## src/icp_pkg.sv

```systemverilog
/*
 Shared constants for the image capture port: configuration bit position,
 address widths, reset values and line geometry defaults.
 Assumes nothing of its surroundings beyond a single core clock.
*/
package icp_pkg;
   localparam int ADDR_W = 20;
   localparam int DATA_W = 8;
   localparam int LINE_PITCH_DEF = 1024;
   localparam int SEL_BIT = 0;
   localparam logic [19:0] ADDR_RST = 20'h0_0000;
   localparam logic [7:0] CFG_RST = 8'h00;
   localparam int SYNC_STAGES = 2;
   typedef enum logic [1:0] {
      ICP_IDLE,
      ICP_WRITE,
      ICP_HOLD
   } icp_state_t;
endpackage

```

## src/icp_top.sv

```systemverilog
/*
 Image capture port: takes bytes pushed by an external image processor and
 issues display-memory writes with a frame/line address sequencer, plus the
 external register decode output.
 Assumes the strobe, mask, syncs and data arrive asynchronously to core_clk,
 that data and mask are stable around the strobe's rising edge, and that the
 memory write port accepts a write when mem_wr_ack is high.
*/
`timescale 1ns/10ps
`default_nettype none
module icp_top #(
   parameter int LINE_PITCH = icp_pkg::LINE_PITCH_DEF
) (
   input wire logic core_clk,
   input wire logic sys_rst,
   input wire logic [7:0] image_port_cfg_index,
   input wire logic [15:0] port_data_bus,
   input wire logic upper_byte_mask,
   input wire logic byte_accept_mask,
   input wire logic ext_write_strobe_n,
   input wire logic frame_sync_in,
   input wire logic line_sync_in,
   input wire logic odd_field_in,
   input wire logic host_ext_reg_hit,
   input wire logic mem_wr_ack,
   output logic port_ready_out,
   output logic port_ready_oe_n,
   output logic ext_reg_cmd_n,
   output logic ext_reg_cmd_oe_n,
   output logic port_sel,
   output logic mem_wr_en,
   output logic [icp_pkg::ADDR_W-1:0] mem_wr_addr,
   output logic [icp_pkg::DATA_W-1:0] mem_wr_data,
   output logic odd_field
);
   logic [3:0] sync_lvl;
   logic [3:0] sync_rise;
   logic [7:0] data_meta_q;
   logic [7:0] data_stab_q;
   logic mask_meta_q;
   logic mask_stab_q;
   logic sel;
   logic strobe_rise;
   logic frame_rise;
   logic line_rise;
   logic [icp_pkg::ADDR_W-1:0] line_next;
   icp_pkg::icp_state_t state_q, state_d;
   logic [icp_pkg::ADDR_W-1:0] addr_q, addr_d;
   logic [icp_pkg::ADDR_W-1:0] line_base_q, line_base_d;
   logic [icp_pkg::DATA_W-1:0] wdata_q, wdata_d;
   logic wen_q, wen_d;
   logic rdy_q, rdy_d;
   logic cmd_n_q, cmd_n_d;
   logic sel_q, sel_d;
   logic odd_q, odd_d;

   // ****************************************
   // Pin synchronisation
   // ****************************************
   // Strobe is active low, so its release is the rising edge that captures a byte;
   // its stages reset high to match the idle pin and avoid a false capture edge
   icp_sync #(
      .WIDTH(4),
      .RST_VAL(4'h1)
   ) u_sync (
      .core_clk(core_clk),
      .sys_rst(sys_rst),
      .async_in({odd_field_in, line_sync_in, frame_sync_in, ext_write_strobe_n}),
      .level_out(sync_lvl),
      .rise_out(sync_rise)
   );

   // Data and mask sampled on same depth as the strobe; bus holds them past
   // the edge, so the two-flop copy is settled when the edge pulse appears
   always_ff @(posedge core_clk) begin
      if (sys_rst) begin
         data_meta_q <= 8'h00;
         data_stab_q <= 8'h00;
         mask_meta_q <= 1'b0;
         mask_stab_q <= 1'b0;
      end else begin
         data_meta_q <= port_data_bus[7:0];
         data_stab_q <= data_meta_q;
         mask_meta_q <= byte_accept_mask;
         mask_stab_q <= mask_meta_q;
      end
   end

   // Edges gated by the selection bit
   assign sel = image_port_cfg_index[icp_pkg::SEL_BIT];
   assign strobe_rise = sel_q & sync_rise[0];
   assign frame_rise = sel_q & sync_rise[1];
   assign line_rise = sel_q & sync_rise[2];

   // Next line start, shared by base and address on a line edge
   assign line_next = line_base_q + icp_pkg::ADDR_W'(LINE_PITCH);

   // ****************************************
   // Helpers
   // ****************************************
   // Sequencer step, shared by skipped and written bytes; wraps at the top
   function automatic logic [icp_pkg::ADDR_W-1:0] step_addr(
      input logic [icp_pkg::ADDR_W-1:0] a
   );
      return a + icp_pkg::ADDR_W'(1);
   endfunction

   // ****************************************
   // Sequencer and write control
   // ****************************************
   // Ready drops while a write is pending, so bytes never overrun memory
   always_comb begin
      state_d = state_q;
      addr_d = addr_q;
      line_base_d = line_base_q;
      wdata_d = wdata_q;
      wen_d = wen_q;
      rdy_d = rdy_q;
      sel_d = sel;
      odd_d = sel_q & sync_lvl[3];
      cmd_n_d = ~(sel & host_ext_reg_hit);
      if (frame_rise) begin
         addr_d = icp_pkg::ADDR_RST;
         line_base_d = icp_pkg::ADDR_RST;
      end else if (line_rise) begin
         line_base_d = line_next;
         addr_d = line_next;
      end
      unique case (state_q)
         icp_pkg::ICP_IDLE: begin
            rdy_d = sel_q;
            if (strobe_rise) begin
               if (mask_stab_q) begin
                  wdata_d = data_stab_q;
                  wen_d = 1'b1;
                  rdy_d = 1'b0;
                  state_d = icp_pkg::ICP_WRITE;
               end else begin
                  addr_d = step_addr(addr_q);
               end
            end
         end
         icp_pkg::ICP_WRITE: begin
            // Ready stays low so strobes cannot overrun a pending write
            rdy_d = 1'b0;
            if (mem_wr_ack) begin
               wen_d = 1'b0;
               addr_d = step_addr(addr_q);
               state_d = icp_pkg::ICP_HOLD;
            end
         end
         icp_pkg::ICP_HOLD: begin
            // One spare cycle lets the address settle before the next byte
            rdy_d = sel_q;
            state_d = icp_pkg::ICP_IDLE;
         end
      endcase
      if (!sel_q) begin
         wen_d = 1'b0;
         state_d = icp_pkg::ICP_IDLE;
      end
   end

   // Register stage only
   always_ff @(posedge core_clk) begin
      if (sys_rst) begin
         state_q <= icp_pkg::ICP_IDLE;
         addr_q <= icp_pkg::ADDR_RST;
         line_base_q <= icp_pkg::ADDR_RST;
         wdata_q <= 8'h00;
         wen_q <= 1'b0;
         rdy_q <= 1'b0;
         cmd_n_q <= 1'b1;
         sel_q <= 1'b0;
         odd_q <= 1'b0;
      end else begin
         state_q <= state_d;
         addr_q <= addr_d;
         line_base_q <= line_base_d;
         wdata_q <= wdata_d;
         wen_q <= wen_d;
         rdy_q <= rdy_d;
         cmd_n_q <= cmd_n_d;
         sel_q <= sel_d;
         odd_q <= odd_d;
      end
   end

   // ****************************************
   // Outputs
   // ****************************************
   // Enables low drive the shared pins only in image port mode
   assign port_ready_out = rdy_q;
   assign port_ready_oe_n = ~sel_q;
   assign ext_reg_cmd_n = cmd_n_q;
   assign ext_reg_cmd_oe_n = ~sel_q;
   assign port_sel = sel_q;

   // Memory write port; data stands unchanged while the write is pending, address steps after an ack or skipped byte, else jumps on a frame or line edge
   assign mem_wr_en = wen_q;
   assign mem_wr_addr = addr_q;
   assign mem_wr_data = wdata_q;
   assign odd_field = odd_q;
endmodule
`default_nettype wire

```

## src/icp_sync.sv

```systemverilog
/*
 Two-flop synchroniser with a rising-edge pulse, one per bit in a generate loop.
 Assumes asynchronous inputs and one core clock with a synchronous reset.
*/
`timescale 1ns/10ps
`default_nettype none
module icp_sync #(
   parameter int WIDTH = 4,
   // Reset level per bit, set to each pin's idle level so no false edge follows reset
   parameter logic [WIDTH-1:0] RST_VAL = '0
) (
   input wire logic core_clk,
   input wire logic sys_rst,
   input wire logic [WIDTH-1:0] async_in,
   output logic [WIDTH-1:0] level_out,
   output logic [WIDTH-1:0] rise_out
);
   logic [WIDTH-1:0] meta_q;
   logic [WIDTH-1:0] stab_q;
   logic [WIDTH-1:0] prev_q;

   // ****************************************
   // Synchroniser stages
   // ****************************************
   genvar gi;
   generate
      for (gi = 0; gi < WIDTH; gi++) begin : g_bit
         // First flop is read only by the second
         always_ff @(posedge core_clk) begin
            if (sys_rst) begin
               meta_q[gi] <= RST_VAL[gi];
               stab_q[gi] <= RST_VAL[gi];
               prev_q[gi] <= RST_VAL[gi];
            end else begin
               meta_q[gi] <= async_in[gi];
               stab_q[gi] <= meta_q[gi];
               prev_q[gi] <= stab_q[gi];
            end
         end
      end
   endgenerate

   // Edge pulse from stable stages
   assign level_out = stab_q;
   assign rise_out = stab_q & ~prev_q;
endmodule
`default_nettype wire

```

## config.mk

```make
export PLATFORM = sky130hd
export DESIGN_NAME = icp_top
export DESIGN_NICKNAME = d
export VERILOG_FILES = /design/src/icp_pkg.sv /design/src/icp_top.sv /design/src/icp_sync.sv
export SDC_FILE = /design/constraint.sdc
export NUM_CORES = 1
export LEC_CHECK = 0
export ABC_AREA = 0
export ABC_CLOCK_PERIOD_IN_PS = 3480
export BUFFER_PORTS_ARGS = -buffer_cell sky130_fd_sc_hd__buf_2
export CAP_MARGIN = 5
export CORE_MARGIN = 1
export CORE_UTILIZATION = 45
export CTS_CLUSTER_DIAMETER = 100
export DETAILED_ROUTE_END_ITERATION = 8
export GPL_ROUTABILITY_DRIVEN = 0
export HOLD_SLACK_MARGIN = 0.15
export PLACE_DENSITY = 0.71
export SLEW_MARGIN = 40
export SYNTH_ARGS = -nofsm -noshare
export SYNTH_HDL_FRONTEND = slang
export SYNTH_SLANG_ARGS = --single-unit
```

## constraint.sdc

```tcl
create_clock -name core_clk -period 3.48 [get_ports core_clk]
set_input_delay 0.174 -clock core_clk [delete_from_list [all_inputs] [get_ports core_clk]]
set_output_delay 0.174 -clock core_clk [all_outputs]
set_load 0.05 [all_outputs]
```

== Word level (Yosys, flattened, before mapping) ==
Index checks and enable logic that the tools add are counted.

* Register bits after elaboration: 84
* Input port bits: 34
* Output and inout port bits: 35
* Word-level logic and storage cells: 64

* Add/sub/neg operators: 2
* Equal/unequal tests: 5
* Multiplexer cells: 17
* Bitwise gates (word level): 9
* Reduce and logical (&&, ||, !) cells: 7

{| class="wikitable"
|+ Operator list
! kind !! count
|-
| $mux W20 || 5
|-
| $pmux W20 S2 || 1
|-
| $add A20 B1 Y20 const B || 1
|-
| $add A20 B11 Y20 const B || 1
|-
| $mux W2 || 3
|-
| $ne A2 B2 Y1 const B || 3
|-
| $pmux W2 S3 || 1
|-
| $reduce_and A3 Y1 || 2
|-
| $and A1 B1 Y1 || 5
|-
| $mux W1 || 5
|-
| $reduce_and A4 Y1 || 1
|-
| $reduce_or A2 Y1 || 2
|-
| $and A3 B3 Y3 || 1
|-
| $not A3 Y3 || 1
|-
| $pmux W1 S3 || 1
|-
| $eq A2 B1 Y1 const B || 1
|-
| $eq A2 B2 Y1 const B || 1
|-
| $logic_not A2 Y1 || 1
|-
| $not A1 Y1 || 2
|-
| $pmux W1 S2 || 1
|-
| $reduce_bool A2 Y1 || 1
|}

== Longest topological paths before layout ==
Gate-level depths: netlist (run 1).

* Word-level depth: 8
* Gate-level depth with buffers: 8
* Mapped depth without buffers: 7

== Hierarchy ==
From an unflattened synthesis (run 1), not the netlist that was laid out.

* Cell total of the unflattened synthesis: 352
* Area total of the unflattened synthesis: 3105.5 µm²

{| class="wikitable"
|+ Modules (own cells, without submodules)
! module !! instances !! cells each !! area an instance (µm²) !! seq. area each (µm²)
|-
| icp_top || 1 || 323 || 2752.6 || 1261.2
|-
| icp_sync || 1 || 29 || 352.8 || 240.2
|}

== Worst setup path after synthesis (run 1) ==
No wires, ideal clock.

* Kind: register to register
* Start: reg sel_q, in the netlist port_sel
* End: reg addr_q (netlist bit mem_wr_addr[10])
* Library setup time: 0.156 ns
* Data arrival time: 1.900 ns
* Data required time: 3.324 ns
* Setup slack: 1.423 ns
* Cell stages (with the launch flop): 6
* Buffers on the path: 0
* Period minus slack after synthesis: 2.057 ns
* Cell sequence: dfxtp_1 > inv_1 > nor3b_2 > nor3_2 > o21ai_0 > o311ai_0

* Longest elaborated chain between the ends: 6
* Elaborated cells between the ends (all ways): 9
* Classes of those cells: mux: 6; bitwise: 3

{| class="wikitable"
|+ Ends and longest elaborated chain
! element !! line !! RTL
|-
| start: declaration || icp_top.sv:54 || <nowiki>logic sel_q, sel_d;</nowiki>
|-
| start signal: assignment || icp_top.sv:184 || <nowiki>sel_q <= sel_d;</nowiki>
|-
| $and A1 B1 Y1 || icp_top.sv:93 || <nowiki>assign line_rise = sel_q & sync_rise[2];</nowiki>
|-
| $mux W20 || icp_top.sv:125 || <nowiki>end else if (line_rise) begin</nowiki>
|-
| $mux W20 || icp_top.sv:122 || <nowiki>if (frame_rise) begin</nowiki>
|-
| $mux W20 || icp_top.sv:133 || <nowiki>if (mask_stab_q) begin</nowiki>
|-
| $mux W20 || icp_top.sv:132 || <nowiki>if (strobe_rise) begin</nowiki>
|-
| $pmux W20 S2 * || icp_top.sv:129 || <nowiki>unique case (state_q)</nowiki>
|-
| end signal: assignment || icp_top.sv:168 || <nowiki>addr_q <= icp_pkg::ADDR_RST;</nowiki>
|-
| end signal: assignment || icp_top.sv:178 || <nowiki>addr_q <= addr_d;</nowiki>
|-
| end: declaration || icp_top.sv:48 || <nowiki>logic [icp_pkg::ADDR_W-1:0] addr_q, addr_d;</nowiki>
|}

Mark *: on every way between the ends. The rest lies on a longest branch, timed or not.
A chain may end at the register's enable or synchronous reset.

== Worst setup path in the final report (run 1) ==
* Start: reg state_q[0]
* End: reg addr_q (netlist bit mem_wr_addr[14])

* Longest elaborated chain between the ends: 2
* Elaborated cells between the ends (all ways): 3
* Classes of those cells: eq/ne: 1; mux: 1; reduce/logical: 1

{| class="wikitable"
|+ Ends and longest elaborated chain
! element !! line !! RTL
|-
| start: declaration || icp_top.sv:47 || <nowiki>icp_pkg::icp_state_t state_q, state_d;</nowiki>
|-
| start signal: assignment || icp_top.sv:167 || <nowiki>state_q <= icp_pkg::ICP_IDLE;</nowiki>
|-
| start signal: assignment || icp_top.sv:177 || <nowiki>state_q <= state_d;</nowiki>
|-
| $eq A2 B1 Y1 or $logic_not A2 Y1 (tied branches) || icp_top.sv:129 ||
|-
| $pmux W20 S2 * || icp_top.sv:129 ||
|}

Marks and branches as above.

==> results of run 1 <==
[cells by family (layout without fill, tap and decap cells)]
group           after synthesis  count (layout)  share of synthesized area (%)
fa+ha+maj                     5               5                           2.04
flops                        74              74                           48.2
compound gates               68              68                           13.3
simple gates                156             156                           28.3
xor+xnor                     17              17                           4.84
mux                           1               1                          0.366
buf+inv                      22              93                           3.01
[worst max-delay path, delay by kind of cell (launching register included)]
kind	cells	cell delay [ns]
compound gates	2	0.28
flops	1	0.37
buf+inv	1	0.08
fa+ha+maj	1	0.40
mux	1	0.34
simple gates	2	0.65
[layer usage]
| metal | GRT usage, % | part of all wire [%] |
|---|---|---|
| met5 | 0 | 0 |
| met4 | 8.78 | 0.48 |
| met3 | 4.03 | 4.5 |
| met2 | 29.9 | 47 |
| met1 | 21.1 | 48 |
[cells in the final DEF (no fill, tap or decap), types with 2 or more instances in the layout]
cell / instances
clkbuf_8: 9
nand2b_1: 2
xnor2_1: 9
nor3_2: 3
nand3b_1: 2
nor2_1: 28
or2_2: 4
nand2_1: 31
o21ai_0: 20
or3b_1: 2
a22oi_1: 4
and4_1: 4
xor2_1: 8
a21oi_1: 31
nand4_1: 3
nor3_1: 2
inv_1: 8
nor3b_1: 2
nand3_1: 20
o311ai_0: 2
a31oi_1: 2
or3_1: 7
and3_1: 7
dfxtp_1: 74
dlygate4sd3_1: 16
or4_1: 2
nor2b_1: 29
buf_2: 52
inv_6: 3
ha_1: 5
[power by group]
| group | total (W) | internal, W | switching (W) |
|---|---|---|---|
| Combinational | 0.0000768 | 0.0000340 | 0.0000428 |
| Clock | 0.000691 | 0.000345 | 0.000346 |
| Sequential | 0.000870 | 0.000864 | 0.00000611 |
| Total | 0.00164 | 0.00124 | 0.000395 |
[state kept, by name, summed over array words and instances, names as in the netlist, 3 cells and up]
signal            count
data_meta_q           8
data_stab_q           8
line_base_q          10
mem_wr_addr          20
mem_wr_data           8
u_sync.level_out      4
u_sync.meta_q         4
u_sync.prev_q         3
[final cells by class]
type,count,area [um^2]
Fill cell,574,2720
Timing Repair Buffer,69,428
Clock buffer,9,124
Tap cell,77,96.3
Inverter,8,30.0
Multi-Input combinational cell,247,1500
Clock inverter,7,83.8
Sequential cell,74,1480
[per-stage QoR]
stage | util (%) | instance area (um^2) | setup slack, ns
after floorplan | - | 3070 | 1.42
after global placement | 52.3 | 3380 | 1.35
after detailed placement | 52.3 | 3380 | 1.29
after CTS | 58.0 | 3740 | 1.26
after global routing | 58.0 | 3740 | 1.03
final | 58.0 | 3740 | 1.27
[worst paths after layout]
check	from	to	depth (start not counted)
worst max-delay path	state_q[0]$_SDFFE_PP0P_	mem_wr_addr[14]$_SDFF_PP0_	7
worst min-delay path	sys_rst	mem_wr_addr[0]$_SDFF_PP0_	2
worst max register to register	state_q[0]$_SDFFE_PP0P_	mem_wr_addr[14]$_SDFF_PP0_	7
worst min register to register	u_sync.meta_q[0]$_SDFF_PP1_	u_sync.level_out[0]$_SDFF_PP1_	1
[what timing repair did]
| action | CTS | global route |
|---|---|---|
| buffers inserted | 0 | 0 |
| hold endpoints to repair | 15 | 0 |
| hold buffers | 16 | 0 |
==> run metrics, run 1 <==
maxcap violations 0; Vias per Instance 5.24; htree depth 3; top-count cell post-synth dfxtp_1; Die Y 84.7 um; Post-synth EDFFs 0; overall power 0.00164 W; WP data arrival 2.46 ns; largest area contributor in the synthesized netlist dfxtp_1; Netlist cell types 47; WL final 6070 um; total congestion overflow 0; layout cells sized above 1 20.5%; Crit Path Max Fanout 14; clock sinks 74; Die X-Extent 84.7 um; Final Cycle Share 63.6%; status complete, no violations; Mapped Avg Cell Area 8.96 um^2; placed cells 459; max-slew violations 0; core area 0.00646 mm^2; post-cts sizing count 0; critical path class reg -> reg; WL per Instance 12.4 um; TNS Setup 0 ns; GRT Total Usage 17.6%; P per Cell Area 437 mW/mm^2; NumNets Final 448; synthesized instance count 343; RSZ-0062 raised after global routing false; Leakage 1.51 nW; I/O Buffers 52; Synth Cell Area 0.00307 mm^2; diodes inserted 0; slowest cell delay on critical path 0.49 ns; WP data required 3.72 ns; Hold Fails Final Rpt 0; clk_lat worst skew 0.34 ns; first-pass GRT wire length 10100 um; crit end category flop; CTS clk-pin slew, worst paths 0.09 ns; synth-to-layout area growth 21.8%; ranking of synthesized cells by area dfxtp_1 48%, nor2b_1 5.9%, a21oi_1 5.0%; sequence of cells on the critical path inv_1, ha_1, mux2_2, o21a_2, nor3_2, nand2_1, o311ai_0; peak supply drop 0.314 mV; relative slew slack 49.7%; initial antenna violation count 0; register area share after synthesis 48.2%; Yosys reg bits 74; skew final 0.0104 ns; number of global-route vias before repair 2377; clk buf depth 2; fin cells 491; Synth async-reset ratio 0%; routed vias 2574; Starting Density 47.6%; Iteration-0 DRC Markers 79; clock root cell clkbuf_8; worst hold slack 0.197 ns; TritonCTS clock tree done; Crit-path slowest cell nor3_2; Setup crit start kind flop; Syn Nets 382; Post-synth top cells 74 x dfxtp_1, 31 x a21oi_1, 31 x nand2_1; min cycle time layout 2.21 ns; worst hold path class in -> reg; ys flop type dfxtp_1; Slew @ Worst Pin 0.753 ns; achievable frequency 0.452 GHz; R2R setup slack 1.27 ns; I/O pin cnt 69; drt pass-1 iters 6; yosys warns 0; residual DRC count 0; largest net degree at the start of global routing 37; top-area cell type share of the netlist area 48.2%; Routed Antenna Nets 0; CTS Buf Count 9; die area 0.00717 mm^2; Std-Cell Rows 29; Final Setup Violations 0; DP Wirelength 3980 um
Power figures use the tool's default switching activity.
==> run 2, diff against run 1 <==
--- a/config.mk
+++ b/config.mk
@@ -6,7 +6,7 @@
 export NUM_CORES = 1
 export LEC_CHECK = 0
 export ABC_AREA = 0
-export ABC_CLOCK_PERIOD_IN_PS = 3480
+export ABC_CLOCK_PERIOD_IN_PS = 2140
 export BUFFER_PORTS_ARGS = -buffer_cell sky130_fd_sc_hd__buf_2
 export CAP_MARGIN = 5
 export CORE_MARGIN = 1
==> constraint.sdc (replaced) <==
create_clock -name core_clk -period 2.14 [get_ports core_clk]
set_input_delay 0.107 -clock core_clk [delete_from_list [all_inputs] [get_ports core_clk]]
set_output_delay 0.107 -clock core_clk [all_outputs]
set_load 0.05 [all_outputs]
==> run metrics, run 2 (synthesized netlist as in run 1, its figures left out) <==
max reg flops 20; worst hold slack 0.415 ns; crit end category flop; Die X-Extent 84.7 um; post-cts sizing count 0; Crit-path slowest cell mux2_2; CTS clk-pin slew, worst paths 0.08 ns; number of global-route vias before repair 2361; worst hold path class reg -> reg; Crit Path Max Fanout 9; Die Y 84.7 um; clock sinks 74; sequential share of power 53.0%; Net Switching 0.000645 W; achievable frequency 0.551 GHz; hold_sp u_sync.meta_q[0]$_SDFF_PP1_; routed vias 2616; worst reg2reg path startpoint state_q[1]$_SDFFE_PP0P_; DP Wirelength 4040 um; critical path class reg -> reg; clock root cell clkbuf_8; RSZ-0062 raised after global routing false; core area 0.00646 mm^2; overall power 0.00267 W; sequence of cells on the critical path inv_1, ha_1, mux2_2, o21a_2, nor3_2, buf_4, o21ai_0, o311ai_0; Setup crit start kind flop; peak supply drop 0.604 mV; setup bufs post-CTS 0; WP data arrival 2.05 ns; I/O pin cnt 69; drt pass-1 iters 6; die area 0.00717 mm^2; CP startpoint state_q[1]$_SDFFE_PP0P_; P per Cell Area 700 mW/mm^2; I/O Buffers 52; Iteration-0 DRC Markers 109; P_int 0.00203 W; max-slew violations 0; TritonCTS clock tree done; total congestion overflow 0; slowest cell delay on critical path 0.37 ns; Clock power frac 42.1%; Comb pwr share 5.0%; Starting Density 47.6%; synth-to-layout area growth 24.2%; maxcap violations 0; first-pass GRT wire length 10500 um; WL per Instance 12.4 um; top layer in use met4; Placement Setup Slack 0.346 ns; residual DRC count 0; skew final 0.0111 ns; CTS Buf Count 9; most common cell after layout, fill and taps aside dfxtp_1; largest net degree at the start of global routing 37; most frequent cells in the layout 74 x dfxtp_1, 52 x buf_2, 31 x nand2_1, 31 x a21oi_1, 29 x nor2b_1; Hold Fails Final Rpt 0; WP data required 2.38 ns; clk_lat worst skew 0.35 ns; Sw Ratio 24.1%; layout cells sized above 1 21.7%; min cycle time layout 1.81 ns; Vias per Instance 5.23; final worst slack 0.326 ns; WL final 6180 um; initial antenna violation count 0; Slew @ Worst Pin 0.525 ns; met1 wire length 3020 um; Final Cycle Share 84.8%; Routed Antenna Nets 0; htree depth 3; met2 wire len 2780 um; Std-Cell Rows 29; status complete, no violations; clk buf depth 2; met3 wire length 304 um; GRT Total Usage 18.4%; Final Setup Violations 0; Leakage 1.55 nW; TNS Setup 0 ns; diodes inserted 0; relative slew slack 64.9%; NumNets Final 457
==> run 2: cell count changes in the layout (fill, tap and decap cells not counted) <==
cell           change
inv_6              -1
clkinvlp_4         -1
clkinv_4           +2
dlygate4sd3_1      +2
buf_4              +7
==> run 2: per-layer routing <==
metal | track usage, % | vias to the layer above
li1 | - | 1340
met1 | 23.0 | 1196
met2 | 30.4 | 72
met3 | 5.80 | 8
met4 | 6.01 | 0
met5 | 0 | -
==> run 2: path summary, 6_finish.rpt <==
kind / endpoint / slack [ns] / cells past startpoint
max: mem_wr_addr[10]$_SDFF_PP0_ / 0.33 / 8
min: u_sync.level_out[0]$_SDFF_PP1_ / 0.42 / 1
max reg2reg: mem_wr_addr[10]$_SDFF_PP0_ / 0.33 / 8
min reg2reg: u_sync.level_out[0]$_SDFF_PP1_ / 0.42 / 1
==> run 2: final cells by class <==
class	count	area [um^2]
Clock buffer	9	124
Clock inverter	7	85.1
Tap cell	77	96.3
Inverter	8	30.0
Fill cell	566	2640
Multi-Input combinational cell	247	1500
Sequential cell	74	1480
Timing Repair Buffer	78	500
==> run 2: critical path, delay by kind of cell (launching register included) <==
| family | cells | cell delay (ns) |
|---|---|---|
| compound gates | 3 | 0.35 |
| simple gates | 1 | 0.10 |
| fa+ha+maj | 1 | 0.30 |
| mux | 1 | 0.37 |
| flops | 1 | 0.33 |
| buf+inv | 2 | 0.25 |
==> run 2: what timing repair did <==
item,CTS,global route
hold endpoints to repair,28,0
hold buffers,18,0
endpoints found under the setup margin,0,0
==> run 2: power by group through the flow <==
stage | clock network, W | registers (W) | logic [W]
4_1_cts | 0.00115 | 0.00142 | 0.000133
6_report | 0.00112 | 0.00141 | 0.000133
5_1_grt | 0.00121 | 0.00142 | 0.000146
3_3_place_gp | 0 | 0.00145 | 0.000106
3_5_place_dp | 0 | 0.00145 | 0.000109
2_1_floorplan | 0 | 0.00146 | 0.0000587
==> run 2: through the flow <==
stage,area [um^2],util (%),std cells
final,3820,59.1,500
after global routing,3820,59.1,500
after CTS,3820,59.1,500
after detailed placement,3430,53.1,466
after global placement,3430,53.1,466
after floorplan,3070,-,343
